<file path="src/design/bfs_consts.svh">
// Constants of the buck fault sequencer: register map, field positions, reset values, timing.
// Assumes a 20 MHz hclk; the cycle counts of the times below are derived from each time in ns and that rate.
`ifndef BFS_CONSTS_SVH
`define BFS_CONSTS_SVH

`define BFS_CLK_MHZ 20
// Register byte offsets on the AHB-Lite slave.
`define BFS_CTRL_OFS 12'h000
`define BFS_STATUS_OFS 12'h004
`define BFS_PERIOD_OFS 12'h008
`define BFS_SYNC_MEAS_OFS 12'h00C
// Control register fields.
`define BFS_CTRL_SYNC_EN_BIT 0
`define BFS_CTRL_RESET 32'h0000_0000
// Internal switching period in hclk cycles (200 kHz at 20 MHz).
`define BFS_PERIOD_RESET 16'h0064
// Status register fields.
`define BFS_ST_STATE_LSB 0
`define BFS_ST_OV_BIT 4
`define BFS_ST_UV_BIT 5
`define BFS_ST_OC_BIT 6
`define BFS_ST_PG_BIT 7
`define BFS_ST_LOCK_BIT 8
`define BFS_ST_HANDOVER_BIT 9
// Reference in millivolts; soft-start, delay, filter and hiccup times in nanoseconds.
`define BFS_VREF_MV 800
`define BFS_SS_TIME_NS 5120000
`define BFS_SS_DELAY_NS 50000
`define BFS_PG_DELAY_NS 30000
`define BFS_OV_FILTER_NS 1000
`define BFS_HICCUP_NS 10240000
// Least times round up to whole cycles.
`define BFS_NS_TO_CYC(ns) ((((ns) * `BFS_CLK_MHZ) + 999) / 1000)
// Over-current cycle count before the slow threshold latches.
`define BFS_OC_CYCLES 4
// Synchronization window: the external period lies between 1/1.3 and 1 times the internal.
`define BFS_SYNC_NUM 10
`define BFS_SYNC_DEN 13

`endif

</file>
<file path="src/design/bfs_pkg.sv">
// Types shared by the buck fault sequencer.
// Assumes the constants header for all numbers; this package holds types only.
package bfs_pkg;

    typedef enum logic [2:0] {
        BFS_POR,
        BFS_IDLE,
        BFS_SS_DELAY,
        BFS_SS_RAMP,
        BFS_RUN,
        BFS_HICCUP,
        BFS_FAULT
    } bfs_state_t;

    // Analogue comparator results and pins, each one bit, all asynchronous to hclk.
    typedef struct packed {
        logic vcc_ok;              // Control supply above its qualification threshold.
        logic vcclg_ok;            // Low-side driver supply above its qualification threshold.
        logic freq_set_enable_pin; // High while the enable pin is released.
        logic ov_hi;               // Output sense above 125 percent of reference.
        logic pre_ov_hi;           // Output sense above the pre-over-voltage threshold.
        logic discharge_lo;        // Output sense below 0.4 V.
        logic uv_lo;               // Output sense below 75 percent of reference.
        logic pg_hi;               // Output sense above reference plus ten percent.
        logic pg_lo;               // Output sense below reference minus ten percent.
        logic oc_th1;              // Current sense difference above 20 mV.
        logic oc_th2;              // Current sense difference above 30 mV.
        logic pwm_end;             // Modulator ramp crossed the error amplifier output.
        logic sync_input;          // External synchronization clock.
    } bfs_comp_t;

    typedef struct packed {
        logic ov;
        logic uv;
        logic oc;
    } bfs_fault_t;

endpackage

</file>
<file path="src/design/bfs_sequencer.sv">
// Sequencing and protection supervisor of a single-phase synchronous buck controller.
// Assumes asynchronous comparator results, one AHB-Lite master, and a 20 MHz hclk.
//
// How it works
// - Hold in reset until both supplies qualify, then prepare switching.
// - Supplies dropping below qualification stop both gate outputs.
// - Soft-start begins by itself once supplies qualify and enable is released.
// - A rising ramp limits the feedback target; reference takes over above 0.8 V.
// - Soft-start waits a fixed delay before the ramp begins.
// - Power-good releases 30 us after the output stays within ten percent.
// - Power-good is driven low in soft-start, shutdown, over- or under-voltage.
// - Without input power, pull the error amplifier high, then enter hiccup.
// - High-side timing follows sync falling edges within 100 to 130 percent.
// - Output above 125 percent of reference triggers over-voltage; low-side gate high.
// - During over-voltage discharge the low-side gate drops once output falls below 0.4 V.
// - Over-voltage is latched and clears only by toggling a supply or enable.
// - Over-voltage must persist a fixed filter delay before it triggers.
// - With enable low, the low-side gate goes high above the pre-over-voltage level.
// - Pre-over-voltage does not latch; the low-side gate returns low at once.
// - Output below 75 percent of reference latches under-voltage; both gates low.
// - Under-voltage is ignored for the whole soft-start period.
// - Under-voltage clears and restarts only by toggling a supply or enable.
// - Current between 20 and 30 mV for four switching cycles latches both gates low.
// - Current above 30 mV latches both gates low at once.
//
// Register access over AHB-Lite and the address map were chosen for this implementation.
`timescale 1ns/1ps
`default_nettype none
`include "bfs_consts.svh"

module bfs_sequencer #(
    parameter int SS_CYCLES = `BFS_NS_TO_CYC(`BFS_SS_TIME_NS),
    parameter int HICCUP_CYCLES = `BFS_NS_TO_CYC(`BFS_HICCUP_NS),
    parameter int OC_CYCLES = `BFS_OC_CYCLES
) (
    input wire logic hclk,                  // System clock, 20 MHz.
    input wire logic hresetn,               // Asynchronous reset, active low.
    input wire logic hsel,                  // AHB-Lite slave select.
    input wire logic [11:0] haddr,          // AHB-Lite byte address.
    input wire logic [1:0] htrans,          // AHB-Lite transfer type.
    input wire logic hwrite,                // AHB-Lite write strobe.
    input wire logic [2:0] hsize,           // AHB-Lite transfer size, word only.
    input wire logic hready,                // AHB-Lite bus ready.
    input wire logic [31:0] hwdata,         // AHB-Lite write data.
    output logic [31:0] hrdata,             // AHB-Lite read data.
    output logic hreadyout,                 // AHB-Lite slave ready.
    output logic hresp,                     // AHB-Lite response, always OKAY.
    input wire bfs_pkg::bfs_comp_t comp,    // Comparator results and pins.
    output logic high_side_gate,            // High-side gate command.
    output logic low_side_gate,             // Low-side gate command.
    input wire logic power_good_in,         // Level seen on the power-good pin.
    output logic power_good_out,            // Power-good pin drive value, always low.
    output logic power_good_oe_n,           // Power-good drive enable, low while pulling low.
    output logic comp_pull_high,            // Pulls the error amplifier output high.
    output logic [9:0] ss_target_mv,        // Feedback target clamp in millivolts.
    output logic ref_handover               // Fixed reference owns the loop.
);

    localparam int CW = $bits(bfs_pkg::bfs_comp_t);
    localparam int PG_CYCLES = `BFS_NS_TO_CYC(`BFS_PG_DELAY_NS);
    localparam int DELAY_CYCLES = `BFS_NS_TO_CYC(`BFS_SS_DELAY_NS);
    localparam int OVF_CYCLES = `BFS_NS_TO_CYC(`BFS_OV_FILTER_NS);
    localparam int STEP_CYCLES = SS_CYCLES / `BFS_VREF_MV;
    localparam logic [9:0] VREF_MV = 10'(`BFS_VREF_MV);

    // Two-flop synchronizers on every comparator, one per bit.
    logic [CW-1:0] meta_q;
    logic [CW-1:0] sync_q;
    bfs_pkg::bfs_comp_t cs;
    genvar gi;
    generate
        for (gi = 0; gi < CW; gi++)
        begin : g_sync
            always_ff @(posedge hclk or negedge hresetn)
            begin
                if (!hresetn)
                begin
                    meta_q[gi] <= 1'b0;
                    sync_q[gi] <= 1'b0;
                end
                else
                begin
                    meta_q[gi] <= comp[gi];
                    sync_q[gi] <= meta_q[gi];
                end
            end
        end
    endgenerate
    assign cs = bfs_pkg::bfs_comp_t'(sync_q);

    logic por_ok;
    logic en_ok;
    logic live;
    assign por_ok = cs.vcc_ok & cs.vcclg_ok;
    assign en_ok = cs.freq_set_enable_pin;
    // Dropping either supply or the enable is the only way out of a latched fault.
    assign live = por_ok & en_ok;

    // Register file.
    logic [31:0] ctrl_q;
    logic [15:0] period_q;
    logic [15:0] sync_meas_q;
    logic wr_pend_q;
    logic [11:0] wr_addr_q;
    logic [31:0] rdata_q;
    logic [31:0] status;
    logic addr_ph;
    bfs_pkg::bfs_state_t state_q;
    bfs_pkg::bfs_fault_t fault_q;
    logic pg_q;
    logic lock_q;
    logic [9:0] ramp_q;

    assign addr_ph = hsel & hready & htrans[1];
    assign status = {22'h00_0000, ref_handover, lock_q, pg_q, fault_q.oc, fault_q.uv,
                     fault_q.ov, 1'b0, 3'(state_q)};

    always_ff @(posedge hclk or negedge hresetn)
    begin
        if (!hresetn)
        begin
            wr_pend_q <= 1'b0;
            wr_addr_q <= 12'h000;
            rdata_q <= 32'h0000_0000;
        end
        else
        begin
            wr_pend_q <= addr_ph & hwrite;
            if (addr_ph)
            begin
                wr_addr_q <= haddr;
            end
            if (addr_ph && !hwrite)
            begin
                case (haddr)
                    `BFS_CTRL_OFS: rdata_q <= ctrl_q;
                    `BFS_STATUS_OFS: rdata_q <= status;
                    `BFS_PERIOD_OFS: rdata_q <= {16'h0000, period_q};
                    `BFS_SYNC_MEAS_OFS: rdata_q <= {16'h0000, sync_meas_q};
                    default: rdata_q <= 32'h0000_0000;
                endcase
            end
        end
    end

    always_ff @(posedge hclk or negedge hresetn)
    begin
        if (!hresetn)
        begin
            ctrl_q <= `BFS_CTRL_RESET;
            period_q <= `BFS_PERIOD_RESET;
        end
        else if (wr_pend_q)
        begin
            if (wr_addr_q == `BFS_CTRL_OFS)
            begin
                ctrl_q <= {31'h0000_0000, hwdata[`BFS_CTRL_SYNC_EN_BIT]};
            end
            if (wr_addr_q == `BFS_PERIOD_OFS)
            begin
                period_q <= hwdata[15:0];
            end
        end
    end

    assign hrdata = rdata_q;
    assign hreadyout = 1'b1;
    assign hresp = 1'b0;

    // Switching cycle: internal oscillator, or falling edges of a qualified sync clock.
    logic [15:0] osc_q;
    logic [15:0] since_q;
    logic sync_prev_q;
    logic sync_fall;
    logic osc_tick;
    logic cyc_start;
    logic in_window;
    assign sync_fall = sync_prev_q & ~cs.sync_input;
    assign osc_tick = (osc_q >= period_q - 16'h0001);
    assign in_window = (32'(since_q) * `BFS_SYNC_DEN >= 32'(period_q) * `BFS_SYNC_NUM)
                       && (since_q <= period_q);
    assign cyc_start = lock_q ? sync_fall : osc_tick;

    always_ff @(posedge hclk or negedge hresetn)
    begin
        if (!hresetn)
        begin
            osc_q <= 16'h0000;
            since_q <= 16'h0000;
            sync_prev_q <= 1'b0;
            sync_meas_q <= 16'h0000;
            lock_q <= 1'b0;
        end
        else
        begin
            sync_prev_q <= cs.sync_input;
            osc_q <= osc_tick ? 16'h0000 : osc_q + 16'h0001;
            if (sync_fall)
            begin
                since_q <= 16'h0001;
                sync_meas_q <= since_q;
                lock_q <= ctrl_q[`BFS_CTRL_SYNC_EN_BIT] & in_window;
            end
            else
            begin
                if (since_q != 16'hFFFF)
                begin
                    since_q <= since_q + 16'h0001;
                end
                // A missing edge or a disabled sync drops back to the oscillator.
                if (since_q > period_q || !ctrl_q[`BFS_CTRL_SYNC_EN_BIT])
                begin
                    lock_q <= 1'b0;
                end
            end
        end
    end

    // Sequencer.
    logic [31:0] tmr_q;
    logic ss_done;
    logic ss_active;
    assign ss_done = (ramp_q > VREF_MV);
    assign ss_active = (state_q == bfs_pkg::BFS_SS_DELAY) || (state_q == bfs_pkg::BFS_SS_RAMP);

    always_ff @(posedge hclk or negedge hresetn)
    begin
        if (!hresetn)
        begin
            state_q <= bfs_pkg::BFS_POR;
            tmr_q <= 32'h0000_0000;
            ramp_q <= 10'h000;
        end
        else if (!por_ok)
        begin
            state_q <= bfs_pkg::BFS_POR;
            tmr_q <= 32'h0000_0000;
            ramp_q <= 10'h000;
        end
        else if (!en_ok)
        begin
            state_q <= bfs_pkg::BFS_IDLE;
            tmr_q <= 32'h0000_0000;
            ramp_q <= 10'h000;
        end
        else if (|fault_q)
        begin
            state_q <= bfs_pkg::BFS_FAULT;
        end
        else
        begin
            tmr_q <= tmr_q + 32'h0000_0001;
            case (state_q)
                bfs_pkg::BFS_POR,
                bfs_pkg::BFS_IDLE:
                begin
                    state_q <= bfs_pkg::BFS_SS_DELAY;
                    tmr_q <= 32'h0000_0000;
                end
                bfs_pkg::BFS_SS_DELAY:
                begin
                    if (tmr_q >= 32'(DELAY_CYCLES - 1))
                    begin
                        state_q <= bfs_pkg::BFS_SS_RAMP;
                        tmr_q <= 32'h0000_0000;
                    end
                end
                bfs_pkg::BFS_SS_RAMP:
                begin
                    if (tmr_q >= 32'(STEP_CYCLES - 1))
                    begin
                        tmr_q <= 32'h0000_0000;
                        ramp_q <= ramp_q + 10'h001;
                    end
                    if (ss_done)
                    begin
                        tmr_q <= 32'h0000_0000;
                        // Output never came up: no input power, so retry later.
                        state_q <= cs.uv_lo ? bfs_pkg::BFS_HICCUP : bfs_pkg::BFS_RUN;
                    end
                end
                bfs_pkg::BFS_HICCUP:
                begin
                    ramp_q <= 10'h000;
                    if (tmr_q >= 32'(HICCUP_CYCLES - 1))
                    begin
                        state_q <= bfs_pkg::BFS_SS_DELAY;
                        tmr_q <= 32'h0000_0000;
                    end
                end
                bfs_pkg::BFS_RUN:
                begin
                    tmr_q <= 32'h0000_0000;
                end
                bfs_pkg::BFS_FAULT:
                begin
                    tmr_q <= 32'h0000_0000;
                end
                default:
                begin
                    state_q <= bfs_pkg::BFS_POR;
                end
            endcase
        end
    end

    assign ss_target_mv = ss_done ? VREF_MV : ramp_q;
    assign ref_handover = ss_done;

    // Protection latches.
    logic [7:0] ovf_q;
    logic [3:0] oc_cnt_q;
    logic oc_cyc_q;
    logic prot_on;
    assign prot_on = ss_active || (state_q == bfs_pkg::BFS_RUN);

    always_ff @(posedge hclk or negedge hresetn)
    begin
        if (!hresetn)
        begin
            ovf_q <= 8'h00;
        end
        else if (cs.ov_hi && prot_on)
        begin
            ovf_q <= (ovf_q == 8'(OVF_CYCLES)) ? ovf_q : ovf_q + 8'h01;
        end
        else
        begin
            ovf_q <= 8'h00;
        end
    end

    always_ff @(posedge hclk or negedge hresetn)
    begin
        if (!hresetn)
        begin
            oc_cnt_q <= 4'h0;
            oc_cyc_q <= 1'b0;
        end
        else if (!prot_on)
        begin
            oc_cnt_q <= 4'h0;
            oc_cyc_q <= 1'b0;
        end
        else if (cyc_start)
        begin
            // A cycle counts only if the slow threshold held across all of it.
            oc_cnt_q <= (oc_cyc_q && cs.oc_th1) ? oc_cnt_q + 4'h1 : 4'h0;
            oc_cyc_q <= cs.oc_th1;
        end
        else if (!cs.oc_th1)
        begin
            oc_cyc_q <= 1'b0;
        end
    end

    always_ff @(posedge hclk or negedge hresetn)
    begin
        if (!hresetn)
        begin
            fault_q <= '0;
        end
        else if (!live)
        begin
            fault_q <= '0;
        end
        else
        begin
            if (ovf_q == 8'(OVF_CYCLES))
            begin
                fault_q.ov <= 1'b1;
            end
            if (cs.uv_lo && state_q == bfs_pkg::BFS_RUN)
            begin
                fault_q.uv <= 1'b1;
            end
            if (prot_on && (cs.oc_th2 || oc_cnt_q >= 4'(OC_CYCLES)))
            begin
                fault_q.oc <= 1'b1;
            end
        end
    end

    // Gate commands, fault overrides first.
    logic pwm_on_q;
    logic hs_d;
    logic ls_d;

    always_ff @(posedge hclk or negedge hresetn)
    begin
        if (!hresetn)
        begin
            pwm_on_q <= 1'b0;
        end
        else if (cyc_start)
        begin
            pwm_on_q <= 1'b1;
        end
        else if (cs.pwm_end)
        begin
            pwm_on_q <= 1'b0;
        end
    end

    always_comb
    begin
        hs_d = 1'b0;
        ls_d = 1'b0;
        if (!por_ok)
        begin
            hs_d = 1'b0;
            ls_d = 1'b0;
        end
        else if (fault_q.ov)
        begin
            ls_d = ~cs.discharge_lo;
        end
        else if (fault_q.uv || fault_q.oc)
        begin
            ls_d = 1'b0;
        end
        else if (!en_ok)
        begin
            ls_d = cs.pre_ov_hi;
        end
        else if (state_q == bfs_pkg::BFS_SS_RAMP || state_q == bfs_pkg::BFS_RUN)
        begin
            hs_d = pwm_on_q;
            ls_d = ~pwm_on_q;
        end
    end

    always_ff @(posedge hclk or negedge hresetn)
    begin
        if (!hresetn)
        begin
            high_side_gate <= 1'b0;
            low_side_gate <= 1'b0;
            comp_pull_high <= 1'b0;
        end
        else
        begin
            high_side_gate <= hs_d;
            low_side_gate <= ls_d;
            comp_pull_high <= (state_q == bfs_pkg::BFS_SS_RAMP) && cs.uv_lo;
        end
    end

    // Power good.
    logic [15:0] pg_cnt_q;
    logic pg_win;
    assign pg_win = ~cs.pg_hi & ~cs.pg_lo;

    always_ff @(posedge hclk or negedge hresetn)
    begin
        if (!hresetn)
        begin
            pg_cnt_q <= 16'h0000;
            pg_q <= 1'b0;
        end
        else if (state_q != bfs_pkg::BFS_RUN || fault_q.ov || fault_q.uv || !pg_win)
        begin
            pg_cnt_q <= 16'h0000;
            pg_q <= 1'b0;
        end
        else if (pg_cnt_q >= 16'(PG_CYCLES - 1))
        begin
            pg_q <= 1'b1;
        end
        else
        begin
            pg_cnt_q <= pg_cnt_q + 16'h0001;
        end
    end

    assign power_good_out = 1'b0;
    assign power_good_oe_n = pg_q;
endmodule // bfs_sequencer
`default_nettype wire

</file>
<file path="config.mk">
export PLATFORM = sky130hd
export DESIGN_NAME = bfs_sequencer
export DESIGN_NICKNAME = d
export VERILOG_FILES = /design/src/design/bfs_pkg.sv /design/src/design/bfs_sequencer.sv
export VERILOG_INCLUDE_DIRS = /design/src /design/src/design
export SDC_FILE = /design/constraint.sdc
export NUM_CORES = 1
export LEC_CHECK = 0
export BUFFER_PORTS_ARGS = -buffer_cell sky130_fd_sc_hd__clkbuf_2
export CAP_MARGIN = 20
export CORE_AREA = 8 8 178 180
export CTS_CLUSTER_SIZE = 14
export DETAILED_ROUTE_END_ITERATION = 12
export DIE_AREA = 0 0 186 188
export PLACE_DENSITY = 0.64
export SLEW_MARGIN = 5
export SYNTH_ARGS = -nofsm -noshare
export SYNTH_HDL_FRONTEND = slang
export SYNTH_SLANG_ARGS = --single-unit
</file>
<file path="constraint.sdc">
create_clock -name hclk -period 4.25 [get_ports hclk]
set_input_delay 0.85 -clock hclk [delete_from_list [all_inputs] [get_ports hclk]]
set_output_delay 0.85 -clock hclk [all_outputs]
set_load 0.01 [all_outputs]
</file>
# Word-level counts from Yosys, hierarchy flattened
# Index checks and enable logic that the tools add are counted.
# word_totals
reg_bits,220
latch_bits,0
mem_bits_rw,0
rom_bits,0
inputBits,68
elab_cells,202
memories,0
# classes
add_sub_neg,8
mul,2
div,0
n_lt_le_gt_ge,10
eq_ne,27
shift,0
muxes,57
n_bitwise,13
n_reduce_logical,34
# op_table
op,n
$mux 32,7
$pmux 32 s4,1
$mux 16,5
$pmux 16 s4,1
$mux 10,5
$add 16x1->16 const B,3
$eq 12x4->1 const B,3
$add 32x1->32 const B,1
$ge 32x10->1 const B,1
$ge 32x18->1 const B,1
$ge 32x7->1 const B,1
$logic_not 12->1,2
$mux 1,24
$mux 3,7
$ge 20x20->1,1
$mul 16x4->20 const B,1
$pmux 10 s2,1
$mul 16x3->19 const B,1
$ge 16x10->1 const B,1
$ge 16x16->1,1
$gt 16x16->1,1
$le 16x16->1,1
$mux 8,2
$ne 16x16->1 const B,1
34 further kinds,78

# Depth between registers and ports, before layout
# Gate-level depths: netlist (run 1).
# logic_depth
depth_word,7
depth_mapped,18
depth_no_buf,18

# Least setup slack after synthesis (run 1)
# OpenSTA, ideal clock, no wires.
# synth_timing
path_type,reg-to-reg
startpoint,register since_q[3]
endpoint,register lock_q
t_arrival_ps,3583
required_time_ps,4107
setup_slack_ps,524
path_stages_with_launch,17
synth_period_minus_slack_ps,3726
path_cell_list,dfrtp_1 -> ha_1 -> inv_1 -> fa_1 -> inv_1 -> ha_1 -> nand3_1 -> a2bb2oi_1 -> a21o_1 -> o31a_1 -> xnor2_1 -> ha_1 -> a21o_1 -> a211o_1 -> a211oi_1 -> a211o_1 -> a211oi_1
# synth_between
elab_chain_len,5
word_cells_on_any_way,9
# synth_lines
item,line_no,source
"start, declared",bfs_sequencer.sv:172,logic [15:0] since_q;
"start signal, assigned",bfs_sequencer.sv:208,since_q <= since_q + 16'h0001;
$mul 16x4->20 (no line),-,
$ge 20x20->1 (no line),-,
$logic_and 1x1->1,bfs_sequencer.sv:180,assign in_window = (32'(since_q) * `BFS_SYNC_DEN >= 32'(period_q) * `BFS_SYNC_NUM)
$and 1x1->1,bfs_sequencer.sv:202,lock_q <= ctrl_q[`BFS_CTRL_SYNC_EN_BIT] & in_window;
$mux 1,bfs_sequencer.sv:198,if (sync_fall)
"end signal, assigned",bfs_sequencer.sv:202,
"end, declared",bfs_sequencer.sv:111,logic lock_q;
# Parallel ways exist; a longest one is shown, timed or not.
# A chain may end at the register's enable or synchronous reset.

# Final worst setup path (run 1)
# layout_timing
startpoint,register since_q[4]
endpoint,register lock_q
# Same word-level chain as after synthesis.

==> results.toml, run 1 <==
[outcome]
outcome = "complete, no violations"

[grt]
grt_pass1_vias = 9992
use_met3_pct = 2.21
grt_max_degree = 124
grt_pass1_wl_um = 49800
globalRouteOverflowTotal = 0
grt_use_met2_pct = 28.2
track_usage_pct = 17.1
antenna_found_initial = 1
met1_usage_pct = 23.4
busiest_layer = "met2"

[setup_path]
worstPathArrival_ns = 4.39
start_kind = "register"
startpoint = "since_q[4]"
required_ns = 4.65
cp_max_fo = 5
worst-setup-path-type = "register to register"
rr_startpoint = "since_q[4]"
end_kind = "register"

[die]
die_area_sq_mm = 0.0350
io_pins = 118
start_util_pct = 44.2
design.core.area_sq_mm = 0.0290
die_y_um = 188
fp-row-count = 63
die_w_um = 186

[cts]
path_clk_slew_ns = 0.06
htreeDepth = 1
clockRootBuffer = "clkbuf_16"
cts_resized = 0
cts.sinks = 204
clk_path_buf_depth = 3
numCtsBuffers = 26
cts_tree = "done"
clk_latency_ns = 0.53
hold_buffers = 0
cts_setup_buffers = 0

[cells_and_area]
final_net_count = 1639
final_cells = 1842
drive_gt1_share_pct = 13.0
area_growth_pct = 13.7
fillers = 2762
insertedDiodeCount = 0

[yosys]
yosysMostFrequentCell = "dfrtp_1"
ys_top_cells_by_area = "dfrtp_1 39%, ha_1 12%, nand2_1 3.9%"
syn_avg_cell_area_sq_um = 9.53
synthTopCellsByCount = "201 x dfrtp_1, 133 x nand2_1, 131 x nor2_1"
synth_seq_cells = 204
synth_edf_count = 0
synth_flop_cell = "dfrtp_1"
postSynthCellCount = 1344
yosys_warnings = 0
yosys.cell_types.count = 72
ys_async_sr_fraction_pct = 100
seq_area_frac_synth_pct = 39.9
synth_top_cell_area_share_pct = 39.3
synth_top_area_cell = "dfrtp_1"
synthesis.area_sq_mm = 0.0128

[pwr]
ir_drop_uv = 320
power_density_mw_per_mm2 = 378
p_comb_share_pct = 19.2
p_leak_nw = 7.24
power_switching_mw = 1.57
switching_share_pct = 28.6
seq_power_share_pct = 39.2
power_frac_clock_pct = 41.6
internal_power_mw = 3.93

[timing]
setup_tns_ns = 0
setup_viol = 0
timing.final.crit_share_pct = 93.9
finalCriticalPeriod_ns = 3.99
worst_pin_slew_ns = 0.957
rsz0062_at_grt = "no"
maxSlewViolCount = 0
fin_worst_skew_ns = 0.0219
hold_slack_ns = 0.346
max_slew_margin_pct = 36.2
hold_viol = 0
fmaxAchievable_ghz = 0.251

[min_path]
hp-class = "register to register"
min-delay-start = "meta_q[10]"

[detailed_routing]
routed_wl_um = 29400
vias_per_cell = 5.33
wl_per_cell_um = 16.0
detail-route-antenna-nets = 0
dr.pass1.iters = 6
drc = 0
vias = 9826
dr.first_iter.drc_count = 563

[run]
cap_viol_max_count = 0

[place]
io_buffer_count = 77
hpwl_um = 21400
placedCellCount = 1794
gp_congestion = 0.864
==> worst max-delay path: stages, from the launching register on <==
cell and delay (ns):
dfrtp_1 0.43, ha_1 0.29, inv_1 0.05, fa_1 0.51, inv_1 0.04, ha_1 0.35, nand3_1 0.11, a2bb2oi_2 0.15
a21o_1 0.22, o31a_1 0.29, xnor2_1 0.14, ha_1 0.31, a21o_1 0.18, a211o_1 0.31, a211oi_1 0.24, a211o_1 0.16
a211oi_1 0.06
==> cells by family after synthesis <==
kind of cell / Yosys count / share of synthesized area (%)
buffers and inverters: 138 / 4.73
AOI/OAI and AO/OA: 214 / 11.2
xor gates and xnor gates: 94 / 6.43
and+or+nand+nor: 500 / 18.9
DFF: 204 / 39.9
adders and majority gates: 139 / 14.4
muxes: 53 / 4.42
other: 2 / 0.0586
==> state kept, by name (all words and copies together), names as in the netlist, 3 cells and up <==
register     cells
cs              12
tmr_q           32
period_q        16
ramp_q          10
state_q          3
meta_q          13
pg_cnt_q        16
oc_cnt_q         4
osc_q           16
ovf_q            8
sync_meas_q     16
wr_addr_q       12
hrdata          16
since_q         16
fault_q          3
==> power by group through the flow <==
stage | sequential (mW) | combinational, mW | clock (mW)
CTS | 2.16 | 1.05 | 2.36
floorplan | 2.16 | 0.785 | 0
global route | 2.17 | 1.22 | 2.45
global placement | 2.19 | 1.02 | 0
detailed placement | 2.19 | 1.04 | 0
finish | 2.16 | 1.06 | 2.29
==> per-layer routing <==
layer	share of wire, %	vias up	wire length, um
met3	4.3	39	1260
met4	1.6	0	483
met2	47	173	13700
li1	-	4865	-
met1	47	4749	14000
met5	0	-	0
==> cells in the final DEF, fill, tap and decap left out, types with 8 or more instances in the layout <==
cell and count:
dfrtp_1 201, nand2_1 133, nor2_1 131, ha_1 125, inv_1 86, clkbuf_2 76
nand3_1 60, a21oi_1 52, xnor2_1 52, o21ai_0 46, xor2_1 42, and3_1 40
nand4_1 35, a21o_1 29, mux2_2 28, clkbuf_16 27, mux2i_1 25, nor3_1 24
conb_1 19, buf_4 17, fa_1 14, nand2b_1 13, nor4_1 12, o31ai_1 10
nor2b_1 10, and2_1 8
==> metrics by stage <==
stage,utilization (%),setup slack (ns),area (sq um),power (mW)
floorplan,-,0.524,12900,2.95
global placement,47.0,0.216,13600,3.21
detailed placement,47.0,0.227,13600,3.24
CTS,50.1,0.203,14500,5.57
global route,50.2,0.0349,14600,5.84
finish,50.2,0.259,14600,5.51
==> area by class of cell <==
cell class	instances	area (sq um)	area share, %
Clock inverter	18	200	1.37
Inverter	86	323	2.22
Multi-Input combinational cell	1019	7180	49.3
Timing Repair Buffer	95	543	3.73
Sequential cell	204	5110	35.1
Tap cell	390	488	3.35
Clock buffer	30	717	4.92
==> path summary, 6_finish.rpt <==
check                          endpoint  slack (ns)  cells past startpoint
setup / recovery                 lock_q        0.26                     16
min in group asynchronous  wr_addr_q[4]        0.42                      1
setup reg to reg                 lock_q        0.26                     16
hold reg to reg                   en_ok        0.35                      0
max in group asynchronous     meta_q[2]        2.92                      2
hold / removal                    en_ok        0.35                      0
No activity file was read; power rests on OpenSTA's default activity.
==> run 2, diff against run 1 <==
CORE_AREA = 8 8 154 156   (was 8 8 178 180)
DIE_AREA = 0 0 162 164   (was 0 0 186 188)
PLACE_DENSITY = 0.82   (was 0.64)
SLEW_MARGIN = default   (was 5)
==> results.toml, run 2 (same netlist as run 1, synthesis figures left out) <==
[pwr]
power_density_mw_per_mm2 = 383
seq_power_share_pct = 39.4
ir_drop_uv = 269
power_switching_mw = 1.51
internal_power_mw = 4.00
switching_share_pct = 27.5
p_leak_nw = 7.24
total_power_mw = 5.51
power_frac_clock_pct = 41.0
p_comb_share_pct = 19.6

[timing]
hold_viol = 0
setup_tns_ns = 0
setup_viol = 0
max_slew_margin_pct = 34.6
worst_pin_slew_ns = 0.979
fin_worst_skew_ns = 0.0235
hold_slack_ns = 0.345
maxSlewViolCount = 0
timing.final.crit_share_pct = 96.7
fin_ws_ns = 0.141
finalCriticalPeriod_ns = 4.11
fmaxAchievable_ghz = 0.243

[setup_path]
slowest_delay_ns = 0.49
path_common_cell = "ha_1"
worstPathArrival_ns = 4.50
start_kind = "register"
rr_startpoint = "since_q[3]"
worst-setup-path-type = "register to register"
cp_cell_sequence = "ha_1 -> inv_1 -> fa_1 -> inv_1 -> ha_1 -> nand3_1 -> a2bb2oi_2 -> a21o_1 -> o31a_1 -> xnor2_1 -> ha_1 -> a21o_1 -> a211o_1 -> a211oi_1 -> a211o_1 -> a211oi_1"
slowest_stage = "fa_1"
required_ns = 4.64
worstRegToRegCells = 16
critical-path-top-delay-family = "compound AO/OA/AOI/OAI gates"
cp_num_buf_inv = 2
regToRegSetupSlack_ns = 0.14
end_kind = "register"
cp.depth = 16
r2r_end = "lock_q"
cp_max_fo = 6

[cells_and_area]
largest_register_ffs = 32
final_cell_mix = "200 x dfrtp_1, 133 x nand2_1, 131 x nor2_1"
multi_input_area_sq_mm = 0.00718
drive_gt1_share_pct = 12.5
area_growth_pct = 12.4
mostFrequentLayoutCell = "dfrtp_1"
largest_register = "tmr_q"
fin_util_pct = 67.4
seqCellArea_sq_mm = 0.00511
insertedDiodeCount = 0
fillers = 1646
final_net_count = 1638

[outcome]
outcome = "complete, no violations"

[place]
place_worst_setup_slack_ns = 0.112
hpwl_um = 21700
gp_congestion = 0.904
io_buffer_count = 77

[cts]
cts_tree = "done"
htreeDepth = 1
cts_resized = 0
hold_buffers = 0
clk_path_buf_depth = 3
clk_latency_ns = 0.52
path_clk_slew_ns = 0.06
numCtsBuffers = 24
cts_setup_buffers = 0
clockRootBuffer = "clkbuf_16"
cts.sinks = 204

[die]
io_pins = 118
fp-row-count = 54
die_area_sq_mm = 0.0266
die_w_um = 162
start_util_pct = 60.0
design.core.area_sq_mm = 0.0214
die_y_um = 164

[detailed_routing]
detail-route-antenna-nets = 0
wl_per_cell_um = 17.1
vias = 10152
drc = 0
routed_wl_um = 29600
vias_per_cell = 5.88
dr.first_iter.drc_count = 723
dr.pass1.iters = 5

[run]
cap_viol_max_count = 0

[min_path]
whs_path_depth = 0
min-delay-start = "meta_q[0]"
min_to = "cs[0]"
hp-class = "register to register"

[grt]
grt_max_degree = 95
track_usage_pct = 22.5
antenna_found_initial = 0
grt_pass1_vias = 10119
grt_pass1_wl_um = 49500
globalRouteOverflowTotal = 0
run 2: cell count changes in the layout (fill, tap and decap cells not counted), moves of 2 or more:
| cell | delta |
|---|---|
| clkbuf_16 | -2 |
| clkinv_4 | -2 |
| clkbuf_1 | +4 |
| clkinvlp_4 | -6 |
| bufinv_16 | +2 |
| clkbuf_8 | +3 |
run 2: layer usage:
layer / up-vias / track usage (%) / wire length (um)
met2: 293 / 38.1 / 14300
li1: 4857 / - / -
met1: 4945 / 28.8 / 12900
met5: - / 0 / 0
met3: 57 / 3.76 / 1740
met4: 0 / 7.74 / 727
run 2: area by class of cell:
class / instances / share of cell area (%)
multi-input cells: 1019 / 49.9
flip-flops and latches: 204 / 35.5
clock buffers: 34 / 4.93
repair buffers: 96 / 3.82
well taps: 280 / 2.43
inverters: 86 / 2.24
clock inverters: 9 / 1.20
run 2: how the worst max path moves through the flow:
stage	startpoint	endpoint	slack (ns)
after floorplan	since_q[3]	lock_q	0.52
after global placement	since_q[3]	lock_q	0.19
after detailed placement	since_q[3]	lock_q	0.11
after CTS	since_q[0]	lock_q	0.08
after global routing	since_q[3]	lock_q	-0.03
final	since_q[3]	lock_q	0.14
run 2: through the flow:
stage          area (sq um)  instances
6_report              14400       1728
5_1_grt               14400       1728
4_1_cts               14400       1728
3_5_place_dp          13500       1685
3_3_place_gp          13500       1684
2_1_floorplan         12900       1361
run 2: power groups by stage:
stage | Sequential, mW | Combinational (mW) | Clock [mW]
after floorplan | 2.16 | 0.785 | 0
after detailed placement | 2.19 | 1.06 | 0
after global routing | 2.18 | 1.21 | 2.38
after CTS | 2.16 | 1.07 | 2.30
final | 2.17 | 1.08 | 2.26
after global placement | 2.19 | 0.996 | 0
